### src/rtl/ramp_profile_defines.vh
// Register offsets, field widths and reset values of the ramp profile block
`ifndef RAMP_PROFILE_DEFINES_VH
`define RAMP_PROFILE_DEFINES_VH
`define OFS_FIRST_THRESHOLD_VELOCITY 8'h1d
`define OFS_SECOND_ACCELERATION 8'h1e
`define OFS_SECOND_THRESHOLD_OFFSET 8'h1f
`define OFS_PEAK_ACCELERATION 8'h20
`define OFS_TARGET_VELOCITY 8'h21
`define OFS_PEAK_DECELERATION 8'h22
`define W_VEL20 20
`define W_ACC 18
`define W_TARGET_VELOCITY 23
`define W_VEL 24
`define RST_VEL20 20'h00000
`define RST_ACC 18'h00000
`define RST_TARGET_VELOCITY 23'h000000
`define TARGET_VELOCITY_LIMIT 23'h7ffe00
`define SEG_IDLE 3'h0
`define SEG_FIRST 3'h1
`define SEG_SECOND 3'h2
`define SEG_HALF 3'h3
`define SEG_PEAK 3'h4
`define SEG_CRUISE 3'h5
`endif

### src/rtl/ramp_profile_parameters.v
// Ramp profile parameter registers and segment acceleration selector
`timescale 1ns/1ps
`include "ramp_profile_defines.vh"

module ramp_profile_parameters
(
   // Clock and reset
   input wire clk,
   input wire rst,
   // Register access
   input wire wr_en,
   input wire rd_en,
   input wire [7:0] addr,
   input wire [31:0] wdata,
   output reg [31:0] rdata,
   output reg rvalid,
   output reg hit,
   // Lower segment limits from neighbouring registers
   input wire [17:0] start_velocity,
   input wire [17:0] stop_velocity,
   input wire [17:0] first_acceleration,
   input wire [17:0] first_deceleration,
   input wire [17:0] second_deceleration,
   // Ramp generator state
   input wire position_mode,
   input wire moving,
   // High while a positioning move ramps down toward stop
   input wire stopping,
   input wire [23:0] actual_velocity,
   // Values to the ramp generator
   output wire [22:0] target_velocity,
   output reg [17:0] accel,
   output reg decelerating,
   output reg [2:0] segment
);

   reg [19:0] first_threshold_velocity_r;
   reg [17:0] second_acceleration_r;
   reg [19:0] second_threshold_offset_r;
   reg [17:0] peak_acceleration_r;
   reg [22:0] target_velocity_r;
   reg [17:0] peak_deceleration_r;
   reg [23:0] v2_abs;
   reg [23:0] vel;
   reg [22:0] target_velocity_clip;
   reg up;
   reg addr_ok;

   ////////////////////////////////////////////////////////////////////////////
   // Register file

   // Targets whose low 23 bits exceed the limit are clamped; wdata bits above 22 are dropped
   always @*
   begin
      if (wdata[22:0] > `TARGET_VELOCITY_LIMIT)
         target_velocity_clip = `TARGET_VELOCITY_LIMIT;
      else
         target_velocity_clip = wdata[22:0];
   end

   always @(posedge clk)
   begin
      if (rst)
      begin
         first_threshold_velocity_r <= `RST_VEL20;
         second_acceleration_r <= `RST_ACC;
         second_threshold_offset_r <= `RST_VEL20;
         peak_acceleration_r <= `RST_ACC;
         target_velocity_r <= `RST_TARGET_VELOCITY;
         peak_deceleration_r <= `RST_ACC;
      end
      else if (wr_en)
      begin
         case (addr)
            `OFS_FIRST_THRESHOLD_VELOCITY: first_threshold_velocity_r <= wdata[19:0];
            `OFS_SECOND_ACCELERATION: second_acceleration_r <= wdata[17:0];
            `OFS_SECOND_THRESHOLD_OFFSET: second_threshold_offset_r <= wdata[19:0];
            `OFS_PEAK_ACCELERATION: peak_acceleration_r <= wdata[17:0];
            // Accepted even mid-motion; the selector follows next cycle
            `OFS_TARGET_VELOCITY: target_velocity_r <= target_velocity_clip;
            `OFS_PEAK_DECELERATION: peak_deceleration_r <= wdata[17:0];
            default: first_threshold_velocity_r <= first_threshold_velocity_r;
         endcase
      end
   end

   always @*
   begin
      case (addr)
         `OFS_FIRST_THRESHOLD_VELOCITY, `OFS_SECOND_ACCELERATION,
         `OFS_SECOND_THRESHOLD_OFFSET, `OFS_PEAK_ACCELERATION,
         `OFS_TARGET_VELOCITY, `OFS_PEAK_DECELERATION: addr_ok = 1'b1;
         default: addr_ok = 1'b0;
      endcase
   end

   // Unmapped reads return zero
   always @(posedge clk)
   begin
      if (rst)
      begin
         rdata <= 32'h00000000;
         rvalid <= 1'b0;
         hit <= 1'b0;
      end
      else
      begin
         rvalid <= rd_en;
         hit <= (rd_en | wr_en) & addr_ok;
         case (addr)
            `OFS_FIRST_THRESHOLD_VELOCITY: rdata <= {12'h000, first_threshold_velocity_r};
            `OFS_SECOND_ACCELERATION: rdata <= {14'h0000, second_acceleration_r};
            `OFS_SECOND_THRESHOLD_OFFSET: rdata <= {12'h000, second_threshold_offset_r};
            `OFS_PEAK_ACCELERATION: rdata <= {14'h0000, peak_acceleration_r};
            `OFS_TARGET_VELOCITY: rdata <= {9'h000, target_velocity_r};
            `OFS_PEAK_DECELERATION: rdata <= {14'h0000, peak_deceleration_r};
            default: rdata <= 32'h00000000;
         endcase
      end
   end

   assign target_velocity = target_velocity_r;

   ////////////////////////////////////////////////////////////////////////////
   // Segment selection

   // Offset below target; saturates at zero when target is small
   always @*
   begin
      vel = actual_velocity[23] ? (~actual_velocity + 24'h000001) : actual_velocity;
      if ({1'b0, target_velocity_r} > {4'h0, second_threshold_offset_r})
         v2_abs = {1'b0, target_velocity_r} - {4'h0, second_threshold_offset_r};
      else
         v2_abs = 24'h000000;
      up = vel < {1'b0, target_velocity_r};
   end

   always @(posedge clk)
   begin
      if (rst)
      begin
         accel <= `RST_ACC;
         decelerating <= 1'b0;
         segment <= `SEG_IDLE;
      end
      else if (!moving)
      begin
         accel <= `RST_ACC;
         decelerating <= 1'b0;
         segment <= `SEG_IDLE;
      end
      else if (!position_mode)
      begin
         accel <= peak_acceleration_r;
         decelerating <= ~up & (vel != {1'b0, target_velocity_r});
         segment <= (vel == {1'b0, target_velocity_r}) ? `SEG_CRUISE : `SEG_PEAK;
      end
      else if (!stopping && vel == {1'b0, target_velocity_r})
      begin
         accel <= `RST_ACC;
         decelerating <= 1'b0;
         segment <= `SEG_CRUISE;
      end
      else if (up && !stopping)
      begin
         // Rising through the segments in order
         decelerating <= 1'b0;
         if (first_threshold_velocity_r != `RST_VEL20 &&
             vel < {4'h0, first_threshold_velocity_r})
         begin
            accel <= first_acceleration;
            segment <= `SEG_FIRST;
         end
         else if (first_threshold_velocity_r != `RST_VEL20 && vel < v2_abs)
         begin
            accel <= second_acceleration_r;
            segment <= `SEG_SECOND;
         end
         else if (second_threshold_offset_r != `RST_VEL20 && vel >= v2_abs)
         begin
            accel <= {1'b0, peak_acceleration_r[17:1]};
            segment <= `SEG_HALF;
         end
         else
         begin
            // No first segments when threshold is zero
            accel <= peak_acceleration_r;
            segment <= `SEG_PEAK;
         end
      end
      else
      begin
         // Falling back down in reverse order
         decelerating <= 1'b1;
         if (second_threshold_offset_r != `RST_VEL20 && vel >= v2_abs)
         begin
            accel <= {1'b0, peak_deceleration_r[17:1]};
            segment <= `SEG_HALF;
         end
         else if (vel >= v2_abs ||
                  first_threshold_velocity_r == `RST_VEL20)
         begin
            accel <= peak_deceleration_r;
            segment <= `SEG_PEAK;
         end
         else if (vel > {4'h0, first_threshold_velocity_r})
         begin
            accel <= second_deceleration;
            segment <= `SEG_SECOND;
         end
         else
         begin
            accel <= (vel > {6'h00, stop_velocity}) ? first_deceleration : `RST_ACC;
            segment <= `SEG_FIRST;
         end
      end
   end

endmodule // ramp_profile_parameters

### config.mk
export PLATFORM = sky130hd
export DESIGN_NAME = ramp_profile_parameters
export DESIGN_NICKNAME = d
export VERILOG_FILES = /design/src/rtl/ramp_profile_parameters.v
export VERILOG_INCLUDE_DIRS = /design/src /design/src/rtl
export SDC_FILE = /design/constraint.sdc
export NUM_CORES = 1
export LEC_CHECK = 0
export BUFFER_PORTS_ARGS = -buffer_cell sky130_fd_sc_hd__buf_2
export CAP_MARGIN = 20
export CELL_PAD_IN_SITES_DETAIL_PLACEMENT = 1
export CELL_PAD_IN_SITES_GLOBAL_PLACEMENT = 1
export CORE_MARGIN = 2
export CORE_UTILIZATION = 44
export CTS_CLUSTER_DIAMETER = 100
export CTS_CLUSTER_SIZE = 16
export DETAILED_ROUTE_END_ITERATION = 16
export HOLD_SLACK_MARGIN = 0.08
export PLACE_DENSITY_LB_ADDON = 0.25
export SYNTH_ARGS = -nofsm -noshare
export SYNTH_HDL_FRONTEND = slang
export SYNTH_SLANG_ARGS = --single-unit
### constraint.sdc
create_clock -name clk -period 10.7 [get_ports clk]
set_clock_uncertainty 0.2 [all_clocks]
set_input_delay 1.07 -clock clk [delete_from_list [all_inputs] [get_ports clk]]
set_output_delay 1.07 -clock clk [all_outputs]
set_load 0.02 [all_outputs]
**After elaboration in Yosys (flattened, before gate mapping)**

Cells that the tools add are included.

- Multiplexer cells: 28
- $lt $le $gt $ge: 8
- Eq/ne operators: 8
- Reductions and logical operators: 18
- Bitwise operators: 6
- Add/subtract/negate cells: 2

Operators with widths:

| cell | number |
|---|---|
| 18-bit 2-to-1 mux | 10 |
| 23-bit one-hot mux with 6 select lines | 1 |
| 24-bit 2-to-1 mux | 2 |
| 20-bit nonzero test | 2 |
| 24-bit by 1-bit adder with 24-bit output, second input constant | 1 |
| 24-bit by 23-bit equality test with 1-bit output | 1 |
| 8-bit by 5-bit equality test with 1-bit output, second input constant | 3 |
| 8-bit by 6-bit equality test with 1-bit output, second input constant | 3 |
| 24-bit greater-or-equal comparator | 1 |
| 24-bit by 18-bit greater-than comparator with 1-bit output | 1 |
| 24-bit by 20-bit greater-than comparator with 1-bit output | 1 |
| 24-bit by 20-bit < comparator with 1-bit output | 1 |
| 24-bit by 23-bit < comparator with 1-bit output | 1 |
| 24-bit < comparator | 1 |
| 3-bit 2-to-1 mux | 8 |
| 24-bit by 23-bit inequality test with 1-bit output | 1 |
| 24-bit NOT | 1 |
| 23-bit by 20-bit subtractor with 24-bit output | 1 |
| 23-bit by 20-bit greater-than comparator with 1-bit output | 1 |
| 23-bit greater-than comparator, second input constant | 1 |
| 23-bit 2-to-1 mux | 1 |
| 20-bit logical NOT | 1 |
| 2-bit AND reduction | 6 |
| 6-bit OR reduction | 1 |
| other kinds (9) | 19 |

- Bits in registers: 173
- Logic and storage cells: 82
- Output and inout bits: 79
- Bits of input ports: 161

**Logic depth before layout (Yosys ltp)**

Gate-level depths: netlist of run 1.

- Depth after elaboration: 11
- Gate-level depth with buffers: 26
- Mapped depth without buffers: 23

**Least setup slack after synthesis of run 1**

OpenSTA, ideal clock, no wires.

- Path kind: register to register
- From: reg target_velocity_r[0] (netlist: target_velocity[0])
- To: reg accel[15]
- Period minus slack after synthesis: 5480 ps
- Library setup time: 117 ps
- Slack: 5220 ps
- Arrival: 5162 ps
- Stages on the path, launching flop included: 26
- Required time: 10383 ps
- Cells stage by stage: dfxtp_1 -> inv_1 -> ha_1 -> inv_1 -> fa_1 -> a21o_1 -> a21oi_1 -> o21bai_1 -> o31ai_1 -> a21oi_1 -> a221oi_1 -> o21ai_0 -> nor3_1 -> a21oi_1 -> ha_1 -> nand4_1 -> or3_1 -> or3_1 -> a21oi_2 -> o22a_1 -> buf_4 -> buf_6 -> nor2_1 -> a221oi_1 -> nand3_1 -> a32o_1

- Word-level cells in the longest chain between the ends: 10
- Elaborated cells on any way between the ends: 20

RTL lines:

| element | line | source |
|---|---|---|
| start: declaration | ramp_profile_parameters.v:41 | `reg [22:0] target_velocity_r;` |
| start signal: assignment | ramp_profile_parameters.v:69 | `` target_velocity_r <= `RST_TARGET_VELOCITY; `` |
| start signal: assignment | ramp_profile_parameters.v:80 | `` `OFS_TARGET_VELOCITY: target_velocity_r <= target_velocity_clip; `` |
| 23-bit by 20-bit subtractor with 24-bit output / 23-bit by 20-bit greater-than comparator with 1-bit output (equally long branches) | ramp_profile_parameters.v:132, ramp_profile_parameters.v:131 |  |
| 24-bit 2-to-1 mux | ramp_profile_parameters.v:131 | `if ({1'b0, target_velocity_r} > {4'h0, second_threshold_offset_r})` |
| 24-bit greater-or-equal comparator | ramp_profile_parameters.v:179, ramp_profile_parameters.v:195, ramp_profile_parameters.v:200 |  |
| 1-bit logical AND | ramp_profile_parameters.v:179, ramp_profile_parameters.v:195 |  |
| 18-bit 2-to-1 mux | ramp_profile_parameters.v:179 | `` else if (second_threshold_offset_r != `RST_VEL20 && vel >= v2_abs) `` |
| 18-bit 2-to-1 mux | ramp_profile_parameters.v:174 | `` else if (first_threshold_velocity_r != `RST_VEL20 && vel < v2_abs) `` |
| 18-bit 2-to-1 mux | ramp_profile_parameters.v:168 | `` if (first_threshold_velocity_r != `RST_VEL20 && `` |
| 18-bit 2-to-1 mux | ramp_profile_parameters.v:164 | `else if (up && !stopping)` |
| 18-bit 2-to-1 mux (*) | ramp_profile_parameters.v:158 | `else if (!stopping && vel == {1'b0, target_velocity_r})` |
| 18-bit 2-to-1 mux (*) | ramp_profile_parameters.v:152 | `else if (!position_mode)` |
| end signal: assignment | ramp_profile_parameters.v:154 | `accel <= peak_acceleration_r;` |
| end signal: assignment | ramp_profile_parameters.v:160 | `` accel <= `RST_ACC; `` |
| end signal: assignment | ramp_profile_parameters.v:171 | `accel <= first_acceleration;` |
| end: declaration | ramp_profile_parameters.v:32 | `output reg [17:0] accel,` |

Mark *: on every way between the ends. The rest lies on a longest branch, timed or not.
A chain may end at the register's enable or synchronous reset.

**Worst setup path after layout of run 1**

- From: reg second_threshold_offset_r[0]
- To: reg accel[11]

- Word-level cells in the longest chain between the ends: 10
- Elaborated cells on any way between the ends: 17

RTL lines:

| element | line | source |
|---|---|---|
| start: declaration | ramp_profile_parameters.v:39 | `reg [19:0] second_threshold_offset_r;` |
| start signal: assignment | ramp_profile_parameters.v:67 | `` second_threshold_offset_r <= `RST_VEL20; `` |
| start signal: assignment | ramp_profile_parameters.v:77 | `` `OFS_SECOND_THRESHOLD_OFFSET: second_threshold_offset_r <= wdata[19:0]; `` |
| 23-bit by 20-bit subtractor with 24-bit output / 23-bit by 20-bit greater-than comparator with 1-bit output (equally long branches) | ramp_profile_parameters.v:132, ramp_profile_parameters.v:131 |  |
| 24-bit 2-to-1 mux | ramp_profile_parameters.v:131 |  |
| 24-bit greater-or-equal comparator | ramp_profile_parameters.v:179, ramp_profile_parameters.v:195, ramp_profile_parameters.v:200 |  |
| 1-bit logical AND | ramp_profile_parameters.v:179, ramp_profile_parameters.v:195 |  |
| 18-bit 2-to-1 mux | ramp_profile_parameters.v:179 |  |
| 18-bit 2-to-1 mux | ramp_profile_parameters.v:174 |  |
| 18-bit 2-to-1 mux | ramp_profile_parameters.v:168 |  |
| 18-bit 2-to-1 mux (*) | ramp_profile_parameters.v:164 |  |
| 18-bit 2-to-1 mux (*) | ramp_profile_parameters.v:158 |  |
| 18-bit 2-to-1 mux (*) | ramp_profile_parameters.v:152 |  |

Marks and branches as above.

==> results.sh, run 1 <==
export IMPL_clk_pin_slew_ps=80
export IMPL_yosysUniqueCellTypes=79
export IMPL_grt_overflow=0
export IMPL_peakVddDrop_mv=0.0966
export IMPL_die_area_um2=27500
export IMPL_row_count=59
export IMPL_synthAdderAreaFrac_pct=11.7
export IMPL_syn_area_um2=11500
export IMPL_hp_class="register to register"
export IMPL_area_delta_synth_final_pct=15.9
export IMPL_critPathCaptureType="register"
export IMPL_antenna_found_initial=2
export IMPL_post_synth_cell_area_avg_um2=7.50
export IMPL_slew_viol_final=0
export IMPL_holdBufCountCts=0
export IMPL_fillers=3334
export IMPL_arrival_ps=7630
export IMPL_wl_um=49300
export IMPL_clk_latency_ps=450
export IMPL_post_cts_buffers=0
export IMPL_drt_vias_per_instance=6.31
export IMPL_dr_wl_met2_um=22700
export IMPL_portBuffers=203
export IMPL_cts_sinks=164
export IMPL_wl_met3_um=3570
export IMPL_drive_gt1_share_pct=16.3
export IMPL_gp_congestion=0.939
export IMPL_diodes=0
export IMPL_worstSetupPathType="register to register"
export IMPL_hpwl_um=36700
export IMPL_nNetsFinal=1962
export IMPL_status="finished clean"
export IMPL_fp_dieH_um=166
export IMPL_wire_per_inst_um=24.1
export IMPL_synth_seq_cells=164
export IMPL_finalCritPeriodShare_pct=70.0
export IMPL_fin_crit_ps=7490
export IMPL_synthXorXnorAreaFrac_pct=2.43
export IMPL_die_w_um=166
export IMPL_ys_warn_count=0
export IMPL_synth_edff_count=0
export IMPL_yosys_area_share_simple_pct=23.2
export IMPL_cts_buffers=17
export IMPL_fmax_mhz=133
export IMPL_rsz0062_at_grt="no"
export IMPL_placed_area_um2=12700
export IMPL_io_pins=240
export IMPL_seq_area_frac_synth_pct=28.4
export IMPL_synth_top_family_by_area="compound AO/OA/AOI/OAI gates"
export IMPL_relSlewSlack_pct=20.1
export IMPL_tightest_slew_ps=1200
export IMPL_r2r_start="second_threshold_offset_r[0]"
export IMPL_setup_violations=0
export IMPL_finalSetupTns_ps=0
export IMPL_grt_pass1_wl_um=74300
export IMPL_clockBufferDepth=2
export IMPL_wl_met1_um=20200
export IMPL_first_iter_violations=1347
export IMPL_power_density_nw_per_um2=113
export IMPL_grt_max_degree=75
export IMPL_root_buffer="clkbuf_16"
export IMPL_worstPathRequired_ps=10830
export IMPL_ant_nets=0
export IMPL_async_reset_ff_share_pct=0
export IMPL_first_pass_iters=6
export IMPL_power_total_mw=1.52
export IMPL_synth_top_flop_cell="dfxtp_1"
export IMPL_hold_viol_final=0
export IMPL_crit_fanout=42
export IMPL_num_vias=12895
export IMPL_drv_cap=0
export IMPL_worst_setup_path_start_kind="register"
export IMPL_synthCells=1539
export IMPL_post_cts_resized=0
export IMPL_htree_levels=4
export IMPL_cp_startpoint="second_threshold_offset_r[0]"
export IMPL_muxShareOfSynthArea_pct=1.70
export IMPL_final_cell_area_um2=13400
export IMPL_top_layer="met5"
export IMPL_cts_tree="done"
export IMPL_first_global_vias=12824
export IMPL_p_leak_nw=5.27
export IMPL_synth_compound_area_share_pct=25.6
export IMPL_core_um2=25900
export IMPL_drc=0
export IMPL_start_util_pct=44.5
export IMPL_worstHoldStart="second_acceleration_r[0]"
export IMPL_grt_usage_pct=34.6
==> critical path, stage by stage (launching register included) <==
cell and delay (ps):
dfxtp_1 540, ha_1 250, inv_1 60, fa_1 400, a21o_1 180, a21oi_1 260, o21bai_1 150, o31ai_1 250
a21oi_1 150, a221oi_1 700, o21ai_0 340, nor3_1 200, a21oi_1 80, ha_1 310, nand4_1 130, or3_1 420
or3_1 440, a21oi_2 240, o22a_2 840, nor2_1 400, a221oi_1 390, nand3_1 130, a32o_1 270
==> cells by family (layout without fill, tap and decap cells) <==
family | count (synthesis) | in the layout
DFF | 164 | 164
adders and majority gates | 107 | 107
and+or+nand+nor | 576 | 576
muxes | 19 | 19
AOI/OAI and AO/OA | 446 | 446
buffers and inverters | 194 | 354
xor gates and xnor gates | 32 | 32
other | 1 | 9
==> flip-flops by register name, indices dropped and copies added (netlist names) <==
signal and flops:
rvalid 1, decelerating 1, target_velocity 23, peak_deceleration_r 18, second_threshold_offset_r 20, second_acceleration_r 18
peak_acceleration_r 18, accel 18, rdata 23, first_threshold_velocity_r 20, hit 1, segment 3
==> placed cells by master (no fill, tap or decap), types with 7 or more instances in the layout <==
| cell type | n |
|---|---|
| a211o_1 | 11 |
| a21o_1 | 24 |
| a21oi_1 | 165 |
| a221oi_1 | 14 |
| a22oi_1 | 60 |
| a31oi_1 | 23 |
| a32o_1 | 14 |
| and2_1 | 8 |
| buf_2 | 202 |
| buf_4 | 20 |
| clkbuf_16 | 17 |
| conb_1 | 9 |
| dfxtp_1 | 164 |
| ha_1 | 106 |
| inv_1 | 100 |
| mux2i_1 | 17 |
| nand2_1 | 310 |
| nand2b_1 | 16 |
| nand3_1 | 65 |
| nand3b_1 | 8 |
| nand4_1 | 26 |
| nor2_1 | 58 |
| nor2b_1 | 10 |
| nor3_1 | 14 |
| nor4_1 | 16 |
| o211ai_1 | 9 |
| o21a_1 | 9 |
| o21ai_0 | 40 |
| o22ai_1 | 10 |
| o31ai_1 | 11 |
| or4_1 | 7 |
| xnor2_1 | 26 |
==> metrics by stage <==
stage	worst slack [ps]	utilization (%)	cells	hold WS [ps]
after global placement	3560	49.2	2010	277
after global routing	2730	51.6	2042	317
after floorplan	5220	-	1547	244
after detailed placement	3370	49.2	2010	282
final	3210	51.6	2042	295
after CTS	3310	51.6	2042	294
==> synth_stat cells (8+ instances only) <==
master / number / share of area (%)
nand4_1: 26 / 1.4
ha_1: 106 / 11
nor2b_1: 10 / 0.54
a22oi_1: 60 / 3.9
nor3_1: 15 / 0.65
a21o_1: 24 / 1.6
a31oi_1: 23 / 1.2
o31ai_1: 12 / 0.78
o21a_1: 9 / 0.59
buf_4: 13 / 0.85
nand2b_1: 16 / 0.87
nand3_1: 65 / 2.8
a221oi_1: 14 / 1.1
nor2_1: 61 / 2.0
a211o_1: 11 / 0.83
nor4_1: 16 / 0.87
o22ai_1: 10 / 0.54
nand3b_1: 8 / 0.52
xnor2_1: 26 / 2.0
inv_1: 100 / 3.3
a21oi_1: 165 / 7.2
and2_1: 8 / 0.43
a32o_1: 14 / 1.2
nand2_1: 310 / 10
dfxtp_1: 164 / 28
mux2i_1: 17 / 1.5
clkbuf_1: 67 / 2.2
o211ai_1: 9 / 0.59
o21ai_0: 40 / 1.7
==> final timing paths <==
path                                   end  slack (ps)  cells past startpoint
hold reg to reg   second_acceleration_r[0]         290                      2
setup reg to reg                 accel[11]        3210                     22
hold / removal    second_acceleration_r[0]         290                      2
setup / recovery                 accel[11]        3210                     22
==> cell type report <==
cell class                      count  area [um2]  area share (%)
Clock buffer                       18         439            3.28
Tap cell                          335         419            3.13
Inverter                          100         375            2.81
Sequential cell                   164        3280            24.6
Timing Repair Buffer              222        1160            8.68
Clock inverter                     14         189            1.41
Multi-Input combinational cell   1189        7510            56.1
==> layer usage <==
metal,vias to the layer above,global-route usage (%)
met5,-,0
met4,4,17.6
met3,142,6.29
met2,624,56.2
met1,6292,43.9
li1,5833,-
==> power breakdown <==
part | internal [mW] | switching, mW
Combinational | 0.0905 | 0.149
Sequential | 0.612 | 0.00156
Clock | 0.364 | 0.300
No activity file was read; power rests on OpenSTA's default activity.
==> run 2: changes to the inputs <==
Settings changed: CORE_UTILIZATION 44 to 40.
Clock period 10.7 ns to 7.6 ns, I/O delays scaled along.
==> run 2 against run 1 <==
  * Power rose by 36%
  * Cell area barely moved
  * First-iteration DRC count decreased by 36%
  * Sequential power increased by 41%
  * Largest power group unchanged
  * Highest routed layer is now met4
  * Critical endpoint is now accel[4]
  * Critical path type unchanged
  * Core utilization decreased by 4.7 points
  * Die area is 9.8% higher
  * Sequential share of layout area about the same
==> results.sh, run 2 (synthesis results as in run 1) <==
export IMPL_status="finished clean"
export IMPL_fp_dieH_um=174
export IMPL_hp_class="register to register"
export IMPL_cp_startpoint="second_threshold_offset_r[0]"
export IMPL_area_delta_synth_final_pct=15.9
export IMPL_arrival_ps=7030
export IMPL_dpl_worst_slack_ps=824
export IMPL_crit_fanout=14
export IMPL_clockBufferDepth=2
export IMPL_finalCritPeriodShare_pct=91.1
export IMPL_hold_viol_final=0
export IMPL_hold_end="second_acceleration_r[12]"
export IMPL_power_density_nw_per_um2=154
export IMPL_layout_common_cells="310 x nand2_1, 202 x buf_2, 165 x a21oi_1, 164 x dfxtp_1, 106 x ha_1"
export IMPL_setup_ws_ps=678
export IMPL_p_leak_nw=5.24
export IMPL_regArea_um2=3280
export IMPL_grt_max_degree=78
export IMPL_finalNonFillerCells=2090
export IMPL_root_buffer="clkbuf_16"
export IMPL_htree_levels=4
export IMPL_tightest_slew_ps=1140
export IMPL_hpwl_um=37000
export IMPL_multi_input_area_um2=7510
export IMPL_worstSetupPathType="register to register"
export IMPL_fin_crit_ps=6920
export IMPL_worst_setup_path_start_kind="register"
export IMPL_rsz0062_at_grt="no"
export IMPL_antenna_found_initial=0
export IMPL_holdBufCountCts=0
export IMPL_first_iter_violations=862
export IMPL_portBuffers=203
export IMPL_r2r_start="second_threshold_offset_r[0]"
export IMPL_slew_viol_final=0
export IMPL_post_cts_resized=0
export IMPL_grt_overflow=0
export IMPL_layout_commonest_cell="nand2_1"
export IMPL_grt_pass1_wl_um=73000
export IMPL_die_area_um2=30200
export IMPL_fillers=3676
export IMPL_cts_tree="done"
export IMPL_cts_sinks=164
export IMPL_worstPathRequired_ps=7710
export IMPL_wl_um=48300
export IMPL_peakVddDrop_mv=0.131
export IMPL_cts_buffers=17
export IMPL_relSlewSlack_pct=23.7
export IMPL_first_global_vias=12520
export IMPL_reg2reg_slack_ps=680
export IMPL_place_inst=2058
export IMPL_critPathCaptureType="register"
export IMPL_first_pass_iters=5
export IMPL_post_cts_buffers=0
export IMPL_holdPathStages=2
export IMPL_drt_vias_per_instance=6.04
export IMPL_final_cell_area_um2=13400
export IMPL_reg2reg_depth=23
export IMPL_fmax_mhz=144
export IMPL_setup_violations=0
export IMPL_wire_per_inst_um=23.1
export IMPL_whs_ps=293
export IMPL_worstHoldStart="second_acceleration_r[12]"
export IMPL_drc=0
export IMPL_gp_congestion=0.939
export IMPL_grt_usage_pct=31.4
export IMPL_io_pins=240
export IMPL_drv_cap=0
export IMPL_r2r_end="accel[4]"
export IMPL_core_um2=28500
export IMPL_nNetsFinal=1961
export IMPL_placed_area_um2=12800
export IMPL_die_w_um=174
export IMPL_diodes=0
export IMPL_ant_nets=0
export IMPL_finalSetupTns_ps=0
export IMPL_clk_latency_ps=440
export IMPL_num_vias=12629
export IMPL_clk_pin_slew_ps=70
export IMPL_start_util_pct=40.4
export IMPL_drive_gt1_share_pct=16.2
export IMPL_row_count=62
-- run 2: cell types whose count changed in the layout (fill, tap and decap cells not counted), moves of 2 or more --
cell        delta
clkinv_8       -2
clkbuf_1       +2
clkinvlp_4     +2
inv_8          -2
-- run 2: layout make-up --
class                   count  share of cell area [%]
multi-input cells        1189                    56.1
flip-flops and latches    164                    24.5
repair buffers            221                    8.62
well taps                 384                    3.59
clock buffers              21                    3.44
inverters                 100                    2.81
clock inverters            11                   0.888
-- run 2: critical path: stages (launching register included) --
cell and delay (ps):
dfxtp_1 510, ha_1 260, inv_1 60, fa_1 400, a21o_1 170, a21oi_1 280, o21bai_1 160, o31ai_1 250
a21oi_1 150, a221oi_1 660, o21ai_0 330, nor3_1 200, a21oi_1 60, ha_1 300, nand4_1 110, or3_1 420
or3_1 440, a21oi_2 290, o22a_2 430, buf_4 300, mux2i_1 280, o211ai_1 150, a41oi_1 260, o32ai_2 120
-- run 2: worst max path at each step --
stage / end / slack [ps] / cells past startpoint
CTS: accel[4] / 790 / 23
global route: accel[4] / 380 / 23
floorplan: accel[15] / 2120 / 25
global placement: accel[4] / 1050 / 23
finish: accel[4] / 680 / 23
detailed placement: accel[4] / 820 / 23
-- run 2: per-stage QoR --
step,power [mW],util (%)
CTS,2.06,46.9
detailed placement,1.21,44.8
global route,2.13,46.9
finish,2.06,46.9
floorplan,1.08,-
global placement,1.19,44.8
-- run 2: layer usage --
| metal | vias up | wire length (um) | global-route usage, % |
|---|---|---|---|
| met5 | - | 0 | 0 |
| met4 | 0 | 2630 | 16.3 |
| met3 | 124 | 3070 | 4.56 |
| met2 | 497 | 22500 | 51.6 |
| met1 | 6164 | 20100 | 40.0 |
| li1 | 5844 | - | - |
-- run 2: where the power goes --
part | switching, mW | internal (mW) | total (mW) | leakage [nW]
Combinational | 0.204 | 0.122 | 0.326 | 3.64
Sequential | 0.00217 | 0.862 | 0.864 | 1.32
Clock | 0.392 | 0.477 | 0.869 | 0.274
